[src/shared/blpwm_consts.svh]
`ifndef BLPWM_CONSTS_SVH
`define BLPWM_CONSTS_SVH
// ==========================================================================
// Register map, byte addresses.
`define BLPWM_ADDR_CFG_MD 8'h00
`define BLPWM_ADDR_CFG_AD 8'h04
`define BLPWM_ADDR_CFG_KP 8'h08
`define BLPWM_ADDR_STATUS 8'h0C
// ==========================================================================
// Field positions in a channel configuration word.
`define BLPWM_DUTY_LSB 0
`define BLPWM_DUTY_MSB 5
`define BLPWM_LEVEL_LSB 8
`define BLPWM_LEVEL_MSB 10
`define BLPWM_HI_BIT 11
`define BLPWM_RAMP_BIT 12
`define BLPWM_CFG_RESET 32'h0000_0000
// ==========================================================================
// Timing.
`define BLPWM_CLK_HZ 250000000
`define BLPWM_PWM_HZ 256
`define BLPWM_STEPS_PER_PERIOD 32
`define BLPWM_RAMP_HZ 64
`define BLPWM_DUTY_FULL 6'h20
// Least on-time stretch, in PWM slots, covering boost start-up.
`define BLPWM_MIN_ON_SLOTS 5'h10
// Time-share slot length is one PWM slot: 8 kHz alternation.
`define BLPWM_SLOT_CYCLES \
  (`BLPWM_CLK_HZ / (`BLPWM_PWM_HZ * `BLPWM_STEPS_PER_PERIOD))
`define BLPWM_RAMP_SLOTS \
  (`BLPWM_PWM_HZ * `BLPWM_STEPS_PER_PERIOD / `BLPWM_RAMP_HZ)
`define BLPWM_RESP_OKAY 2'h0
`define BLPWM_RESP_DECERR 2'h3
`endif

[src/shared/blpwm_pkg.sv]
package blpwm_pkg;
  typedef struct packed {
    logic ramp;
    logic hiRange;
    logic [2:0] level;
    logic [5:0] duty;
  } blpwm_cfg_t;

  typedef struct packed {
    logic on;
    logic [3:0] currentLevel;
  } blpwm_drive_t;
endpackage : blpwm_pkg

[src/rtl/blpwm_tick_gen.sv]
`timescale 1ns/1ps
`default_nettype none
`include "blpwm_consts.svh"
// ==========================================================================
// Reference divider: one slot pulse every 1/8192 s, a 5-bit slot phase
// within the 256 Hz PWM period, and one ramp tick every 1/64 s.
module blpwm_tick_gen
  import blpwm_pkg::*;
#(
  parameter int SLOT_CYCLES = `BLPWM_SLOT_CYCLES,
  parameter int RAMP_SLOTS = `BLPWM_RAMP_SLOTS
) (
  input wire logic clk_sys,
  input wire logic reset,
  output logic slotTick,
  output logic [4:0] slotPhase,
  output logic rampTick
);
  logic [15:0] divCnt_q;
  logic [7:0] rampCnt_q;
  wire divWrap = (divCnt_q == 16'(SLOT_CYCLES - 1));
  wire rampWrap = (rampCnt_q == 8'(RAMP_SLOTS - 1));

  always_ff @(posedge clk_sys or posedge reset) begin
    if (reset) begin
      divCnt_q <= 16'h0000;
      rampCnt_q <= 8'h00;
      slotPhase <= 5'h00;
      slotTick <= 1'b0;
      rampTick <= 1'b0;
    end else begin
      divCnt_q <= divWrap ? 16'h0000 : divCnt_q + 16'h0001;
      slotTick <= divWrap;
      rampTick <= divWrap && rampWrap;
      if (divWrap) begin
        slotPhase <= slotPhase + 5'h01;
        rampCnt_q <= rampWrap ? 8'h00 : rampCnt_q + 8'h01;
      end
    end
  end
endmodule : blpwm_tick_gen
`default_nettype wire

[src/rtl/blpwm_ramp.sv]
`timescale 1ns/1ps
`default_nettype none
`include "blpwm_consts.svh"
// ==========================================================================
// Applied-duty tracker for one channel.
module blpwm_ramp
  import blpwm_pkg::*;
(
  input wire logic clk_sys,
  input wire logic reset,
  input wire logic [5:0] target,
  input wire logic rampEnable,
  input wire logic rampTick,
  output logic [5:0] applied
);
  // Codes 32..63 all mean full on, so the ramp aims at 32.
  wire [5:0] aim = target[5] ? `BLPWM_DUTY_FULL : target;
  wire [5:0] cur = applied[5] ? `BLPWM_DUTY_FULL : applied;

  always_ff @(posedge clk_sys or posedge reset) begin
    if (reset) begin
      applied <= 6'h00;
    end else if (!rampEnable) begin
      applied <= target;
    end else if (rampTick && cur != aim) begin
      // Retargeting simply continues from the present value.
      applied <= (cur < aim) ? cur + 6'h01 : cur - 6'h01;
    end else if (cur == aim) begin
      applied <= target;
    end
  end
endmodule : blpwm_ramp
`default_nettype wire

[src/rtl/blpwm_top.sv]
`timescale 1ns/1ps
`default_nettype none
`include "blpwm_consts.svh"
// Overview of operation
// - Three independent channels: main display, auxiliary display, keypad.
// - Level code times 3 mA low range, times 6 mA high range.
// - Duty code/32 for 0..31; 0 off; 32..63 continuously on.
// - Below full duty, switch at 256 Hz with 1/32 granularity.
// - Stretch on time to cover boost start-up, to half period.
// - Each channel's own ramp enable alone decides ramping.
// - Ramp steps applied duty by 1/32 every 1/64 second.
// - Ramp enable set: every duty write starts a ramp.
// - Ramp enable clear: written duty applies immediately.
// - Channel is enabled whenever its duty is not zero.
// - All three enabled: none is driven.
// - Two enabled: alternate them half the time each, quickly.
// - While sharing, double each active channel's current.
module blpwm_top
  import blpwm_pkg::*;
#(
  parameter int SLOT_CYCLES = `BLPWM_SLOT_CYCLES
) (
  input wire logic clk_sys,
  input wire logic reset,
  input wire logic [7:0] s_axi_awaddr,
  input wire logic s_axi_awvalid,
  output logic s_axi_awready,
  input wire logic [31:0] s_axi_wdata,
  input wire logic [3:0] s_axi_wstrb,
  input wire logic s_axi_wvalid,
  output logic s_axi_wready,
  output logic [1:0] s_axi_bresp,
  output logic s_axi_bvalid,
  input wire logic s_axi_bready,
  input wire logic [7:0] s_axi_araddr,
  input wire logic s_axi_arvalid,
  output logic s_axi_arready,
  output logic [31:0] s_axi_rdata,
  output logic [1:0] s_axi_rresp,
  output logic s_axi_rvalid,
  input wire logic s_axi_rready,
  output logic [2:0] sinkOn,
  output logic [14:0] sinkLevel
);
  // ==========================================================================
  // Register file.
  blpwm_cfg_t cfg_q [3];
  logic [7:0] awAddr_q;
  logic awHeld_q;
  logic [31:0] wData_q;
  logic [3:0] wStrb_q;
  logic wHeld_q;

  wire wrFire = awHeld_q && wHeld_q && !s_axi_bvalid;
  wire [1:0] wrIdx = awAddr_q[3:2];
  wire wrHit = (awAddr_q[7:4] == 4'h0) && (wrIdx != 2'h3) &&
    (awAddr_q[1:0] == 2'h0);
  wire rdHit = (s_axi_araddr[7:4] == 4'h0) && (s_axi_araddr[1:0] == 2'h0);
  wire [1:0] rdIdx = s_axi_araddr[3:2];

  always_ff @(posedge clk_sys or posedge reset) begin
    if (reset) begin
      awHeld_q <= 1'b0;
      wHeld_q <= 1'b0;
      awAddr_q <= 8'h00;
      wData_q <= 32'h0000_0000;
      wStrb_q <= 4'h0;
      s_axi_awready <= 1'b0;
      s_axi_wready <= 1'b0;
      s_axi_bvalid <= 1'b0;
      s_axi_bresp <= `BLPWM_RESP_OKAY;
    end else begin
      s_axi_awready <= !awHeld_q && !s_axi_awready && s_axi_awvalid;
      s_axi_wready <= !wHeld_q && !s_axi_wready && s_axi_wvalid;
      if (s_axi_awvalid && s_axi_awready) begin
        awHeld_q <= 1'b1;
        awAddr_q <= s_axi_awaddr;
      end
      if (s_axi_wvalid && s_axi_wready) begin
        wHeld_q <= 1'b1;
        wData_q <= s_axi_wdata;
        wStrb_q <= s_axi_wstrb;
      end
      if (wrFire) begin
        awHeld_q <= 1'b0;
        wHeld_q <= 1'b0;
        s_axi_bvalid <= 1'b1;
        s_axi_bresp <= wrHit ? `BLPWM_RESP_OKAY : `BLPWM_RESP_DECERR;
      end else if (s_axi_bready) begin
        s_axi_bvalid <= 1'b0;
      end
    end
  end

  genvar gc;
  generate
    for (gc = 0; gc < 3; gc++) begin : g_cfg
      always_ff @(posedge clk_sys or posedge reset) begin
        if (reset) begin
          cfg_q[gc] <= '0;
        end else if (wrFire && wrHit && wrIdx == 2'(gc)) begin
          if (wStrb_q[0]) begin
            cfg_q[gc].duty <= wData_q[`BLPWM_DUTY_MSB:`BLPWM_DUTY_LSB];
          end
          if (wStrb_q[1]) begin
            cfg_q[gc].level <= wData_q[`BLPWM_LEVEL_MSB:`BLPWM_LEVEL_LSB];
            cfg_q[gc].hiRange <= wData_q[`BLPWM_HI_BIT];
            cfg_q[gc].ramp <= wData_q[`BLPWM_RAMP_BIT];
          end
        end
      end
    end
  endgenerate

  // ==========================================================================
  // Timing and ramps.
  logic slotTick;
  logic [4:0] slotPhase;
  logic rampTick;
  logic [5:0] applied [3];

  blpwm_tick_gen #(
    .SLOT_CYCLES(SLOT_CYCLES),
    .RAMP_SLOTS(`BLPWM_RAMP_SLOTS)
  ) u_tick (
    .clk_sys(clk_sys),
    .reset(reset),
    .slotTick(slotTick),
    .slotPhase(slotPhase),
    .rampTick(rampTick)
  );

  generate
    for (gc = 0; gc < 3; gc++) begin : g_ramp
      blpwm_ramp u_ramp (
        .clk_sys(clk_sys),
        .reset(reset),
        .target(cfg_q[gc].duty),
        .rampEnable(cfg_q[gc].ramp),
        .rampTick(rampTick),
        .applied(applied[gc])
      );
    end
  endgenerate

  // ==========================================================================
  // Arbitration and drive.
  wire [2:0] enabled;
  wire [2:0] pwmOn;
  wire [14:0] levelNext;
  generate
    for (gc = 0; gc < 3; gc++) begin : g_pwm
      wire [5:0] d = applied[gc];
      // The boost needs half a period to start, so a short nonzero
      // duty is stretched to the least on time; brightness at low codes
      // then comes mostly from the level setting.
      wire [4:0] onSlots = (d[4:0] < `BLPWM_MIN_ON_SLOTS) ?
        `BLPWM_MIN_ON_SLOTS : d[4:0];
      assign enabled[gc] = (cfg_q[gc].duty != 6'h00);
      assign pwmOn[gc] = d[5] || ((d != 6'h00) && slotPhase < onSlots);
      // Code times 3 mA, or times 6 mA in high range: one unit is 3 mA.
      assign levelNext[gc*5 +: 5] = cfg_q[gc].hiRange ?
        {1'b0, cfg_q[gc].level, 1'b0} : {2'b00, cfg_q[gc].level};
    end
  endgenerate

  wire allThree = &enabled;
  wire sharing = (enabled == 3'b011) || (enabled == 3'b101) ||
    (enabled == 3'b110);
  // The lower-numbered enabled channel owns even slots.
  wire [2:0] lowPick = enabled & ~(enabled - 3'b001);
  wire [2:0] shareSel = slotPhase[0] ? (enabled & ~lowPick) : lowPick;
  wire [2:0] grant = allThree ? 3'b000 : (sharing ? shareSel : enabled);

  always_ff @(posedge clk_sys or posedge reset) begin
    if (reset) begin
      sinkOn <= 3'b000;
      sinkLevel <= 15'h0000;
    end else if (slotTick) begin
      sinkOn <= grant & pwmOn;
      // A high-range code doubled again while sharing reaches 28 units, hence five bits per channel.
      sinkLevel <= sharing ? {levelNext[13:10], 1'b0, levelNext[8:5], 1'b0,
        levelNext[3:0], 1'b0} : levelNext;
    end
  end

  // ==========================================================================
  // Read channel: configuration words and a live status word.
  wire [31:0] cfgWord = (rdIdx == 2'h3) ? 32'h0000_0000 :
    {19'h00000, cfg_q[rdIdx].ramp, cfg_q[rdIdx].hiRange,
     cfg_q[rdIdx].level, 2'h0, cfg_q[rdIdx].duty};
  wire [31:0] statWord = {8'h00, 2'h0, applied[2], 2'h0, applied[1],
    2'h0, applied[0]};
  wire [31:0] stat2 = {statWord[31:28], 1'b0, sharing, allThree, sinkOn,
    statWord[21:0]};

  always_ff @(posedge clk_sys or posedge reset) begin
    if (reset) begin
      s_axi_arready <= 1'b0;
      s_axi_rvalid <= 1'b0;
      s_axi_rdata <= 32'h0000_0000;
      s_axi_rresp <= `BLPWM_RESP_OKAY;
    end else begin
      s_axi_arready <= !s_axi_rvalid && !s_axi_arready && s_axi_arvalid;
      if (s_axi_arvalid && s_axi_arready) begin
        s_axi_rvalid <= 1'b1;
        s_axi_rresp <= rdHit ? `BLPWM_RESP_OKAY : `BLPWM_RESP_DECERR;
        s_axi_rdata <= !rdHit ? 32'h0000_0000 :
          (rdIdx == 2'h3 ? stat2 : cfgWord);
      end else if (s_axi_rready) begin
        s_axi_rvalid <= 1'b0;
      end
    end
  end
endmodule : blpwm_top
`default_nettype wire

[config.mk]
export PLATFORM = sky130hd
export DESIGN_NAME = blpwm_top
export DESIGN_NICKNAME = d
export VERILOG_FILES = /design/src/shared/blpwm_pkg.sv /design/src/rtl/blpwm_tick_gen.sv /design/src/rtl/blpwm_ramp.sv /design/src/rtl/blpwm_top.sv
export VERILOG_INCLUDE_DIRS = /design/src /design/src/shared
export SDC_FILE = /design/constraint.sdc
export NUM_CORES = 1
export LEC_CHECK = 0
export CORE_UTILIZATION = 55
export DETAILED_ROUTE_END_ITERATION = 10
export DONT_BUFFER_PORTS = 1
export GPL_ROUTABILITY_DRIVEN = 0
export HOLD_SLACK_MARGIN = 0.1
export MAX_ROUTING_LAYER = met4
export PLACE_DENSITY = 0.7
export SYNTH_ARGS = -nofsm -noshare
export SYNTH_HDL_FRONTEND = slang
export SYNTH_SLANG_ARGS = --single-unit
[constraint.sdc]
create_clock -name clk_sys -period 7.3 [get_ports clk_sys]
set_input_delay 0 -clock clk_sys [delete_from_list [all_inputs] [get_ports clk_sys]]
set_output_delay 0 -clock clk_sys [all_outputs]
set_load 0.01 [all_outputs]
==> run_results.csv <==
group,metric,value,unit
power,intPower,1680,µW
power,leakagePower,0.00432,µW
synthesis,synthArstFlopShare,1.00,
timing,setup_viol,0,
clocking,cts_resized,0,
status,status,"finished with violations",
routing,ant_nets,0,
power,power,2510,µW
power,p_comb_frac,0.232,
clocking,cts_tree,"yes",
synthesis,yosysTopAreaCellShare,0.459,
synthesis,synth.largest_area_cell,"dfrtp_1",
synthesis,ys_ff_latch,153,
timing,finalHoldViolations,0,
placement,placed_area,8450,µm²
timing,maxSlewViolCount,0,
worst_hold_path,holdCritPathClass,"input pin to flop",
power,max-vdd-ir-drop,0.000190,V
global_routing,overflow,0,
synthesis,mappedNetlistArea,8340,µm²
finish,fin_nets,945,
routing,via_per_inst,6.09,
timing,tns,0,ns
clocking,clkLatencyLatePin,0.43,ns
timing,whs,0.194,ns
clocking,h-tree-depth,4,
power,power_frac_seq,0.429,
routing,drcViolationCount,4,
status,violations,"DRC",
finish,post-route-util,0.643,
finish,synthToLayoutAreaGrowth,12.8,%
finish,register_area,3830,µm²
finish,drive_above_1_share,0.129,
synthesis,synth_cells,814,
power,p_per_area,266,nW/µm²
die,chipHeight,125,µm
power,power_switching,825,µW
global_routing,grt_pass1_wl,32300,µm
global_routing,antenna_found_initial,0,
die,rows,44,
global_routing,grt_max_degree,93,
placement,io_buffers,0,
clocking,clkTransAtPathRegs,0.07,ns
finish,finalInstanceArea,9410,µm²
die,fp.dieW,125,µm
timing,rsz0062_at_grt,"false",
timing,fin_crit,3.66,ns
synthesis,yosysSeqAreaShare,0.459,
placement,hpwl,13500,µm
synthesis,yosysMostFrequentCell,"dfrtp_1",
power,clockPowerShare,0.339,
die,core_area,14600,µm²
worst_setup_path,cp_max_fo,26,
finish,antenna_cells,0,
synthesis,synth_warnings,0,
worst_setup_path,startpoint_type,"flop",
timing,maxSlewHeadroom,0.309,
clocking,cts.sinks,153,
timing,max_freq,0.273,GHz
job,max_cap_viol_count,0,
global_routing,grt_pass1_vias,6528,
worst_setup_path,worstPathArrival,4.03,ns
routing,drt_iter0_drc,368,
routing,routed_wl,18900,µm
synthesis,ys_types,65,
routing,num_vias,6353,
finish,fillCellCount,1134,
routing,wl_per_cell,18.1,µm
synthesis,synth_ff_type,"dfrtp_1",
synthesis,synth-edff-count,0,
synthesis,synth_common_cells,"153 x dfrtp_1, 97 x nand2_1, 59 x mux2_2",
clocking,cts_buffer_depth,2,
synthesis,avgSynthCellArea,10.2,µm²
worst_setup_path,endpoint_kind,"flop",
die,start_util,0.570,
routing,dr.pass1.iters,11,
synthesis,netlist_top_cells_area,"dfrtp_1 46%, mux2_2 8.0%, ha_1 5.6%",
clocking,numCtsBuffers,17,
timing,fin_skew,0.00715,ns
clocking,postCtsHoldBufs,39,
die,pin_count,118,
timing,fin_crit_sh,0.502,
worst_setup_path,path_class,"flop to flop",
timing,tightest_slew,1.04,ns
global_routing,grt_use_total,0.268,
die,die_area,15700,µm²
worst_setup_path,required,7.67,ns
clocking,cts-root-buf,"clkbuf_16",
power,swShare,0.329,
clocking,post-cts-setup-buffers,0,
finish,multiInputGateArea,4230,µm²
-- layout make-up --
| class | instances | share of cell area |
|---|---|---|
| multi-input combinational | 601 | 0.450 |
| sequential | 153 | 0.407 |
| clock buffer | 19 | 0.0471 |
| timing repair buffer | 46 | 0.0471 |
| tap | 184 | 0.0245 |
| clock inverter | 13 | 0.0133 |
| inverter | 27 | 0.0113 |
-- power groups by stage --
stage	clock network, µW	registers [µW]	logic, µW
after floorplan	0	1030	470
final	848	1080	582
after global placement	0	1080	508
after CTS	863	1070	580
after detailed placement	0	1090	542
after global routing	900	1090	660
-- sequential cells by signal (all words and copies together), names as in the netlist --
signal	cells
cfg_q	33
s_axi_rdata	23
g_ramp.u_ramp.applied	18
u_tick.divCnt_q	16
sinkLevel	15
wData_q	11
awAddr_q	8
u_tick.rampCnt_q	8
u_tick.slotPhase	5
sinkOn	3
wStrb_q	2
awHeld_q	1
s_axi_arready	1
s_axi_awready	1
s_axi_bresp	1
s_axi_bvalid	1
s_axi_rresp	1
s_axi_rvalid	1
s_axi_wready	1
u_tick.rampTick	1
u_tick.slotTick	1
wHeld_q	1
-- cell usage in the layout (no fill, tap or decap), drive strengths merged, types with 8 or more instances in the layout --
master / netlist / final
a21o: 9 / 9
a21oi: 27 / 27
a22oi: 13 / 13
clkbuf: 22 / 19
conb: 1 / 9
dfrtp: 153 / 153
dlygate4sd3: 0 / 39
ha: 37 / 37
inv: 27 / 36
mux2: 62 / 62
mux2i: 14 / 14
nand2: 97 / 97
nand2b: 28 / 28
nand3: 20 / 20
nand4: 8 / 8
nor2: 45 / 45
nor2b: 32 / 32
nor4: 8 / 8
o2111ai: 10 / 10
o21ai: 45 / 45
xnor2: 20 / 20
-- worst paths after layout --
path | from | end | slack, ns | depth (start not counted)
worst max-delay path | s_axi_arready | s_axi_rdata[9] | 3.64 | 8
worst min-delay path | s_axi_bready | s_axi_bvalid | 0.19 | 2
worst max register to register | s_axi_arready | s_axi_rdata[9] | 3.64 | 8
worst min register to register | wHeld_q | s_axi_wready | 0.47 | 1
max in group asynchronous | reset | sinkOn[0] | 5.80 | 3
min in group asynchronous | reset | wData_q[0] | 0.22 | 2
-- critical path, stage by stage, from the launching register on --
cell and delay (ns):
dfrtp_1 0.41, nand2_1 0.52, nor3_1 0.37, nand2_1 0.17, a21oi_1 0.70, o2111ai_1 0.21, dlygate4sd3_1 0.62, nand2_1 0.06
dlygate4sd3_1 0.54
-- per-layer routing --
layer / track usage / wire (µm) / share of wire / vias up
met5: - / 0 / 0 / -
met4: 0.118 / 555 / 0.029 / 0
met3: 0.0462 / 902 / 0.048 / 35
met2: 0.419 / 8920 / 0.47 / 202
met1: 0.344 / 8500 / 0.45 / 3145
li1: - / - / - / 2971
-- per-stage QoR --
step / std cells / setup slack (ns)
2_1_floorplan: 822 / 3.18
3_3_place_gp: 972 / 3.98
3_5_place_dp: 972 / 3.82
4_1_cts: 1043 / 3.67
5_1_grt: 1043 / 3.37
6_report: 1043 / 3.64
-- cells by family (layout without fill, tap and decap cells) --
group                      after synthesis  count (layout)  synth area share
and+or+nand+nor                        281             281             0.174
adders and majority gates               40              40            0.0627
DFF                                    153             153             0.459
AOI/OAI and AO/OA                      168             168             0.138
other                                    1               9          0.000450
muxes                                   76              76             0.101
buffers and inverters                   68             105            0.0371
xor gates and xnor gates                27              27            0.0284
Power figures use the tool's default switching activity.
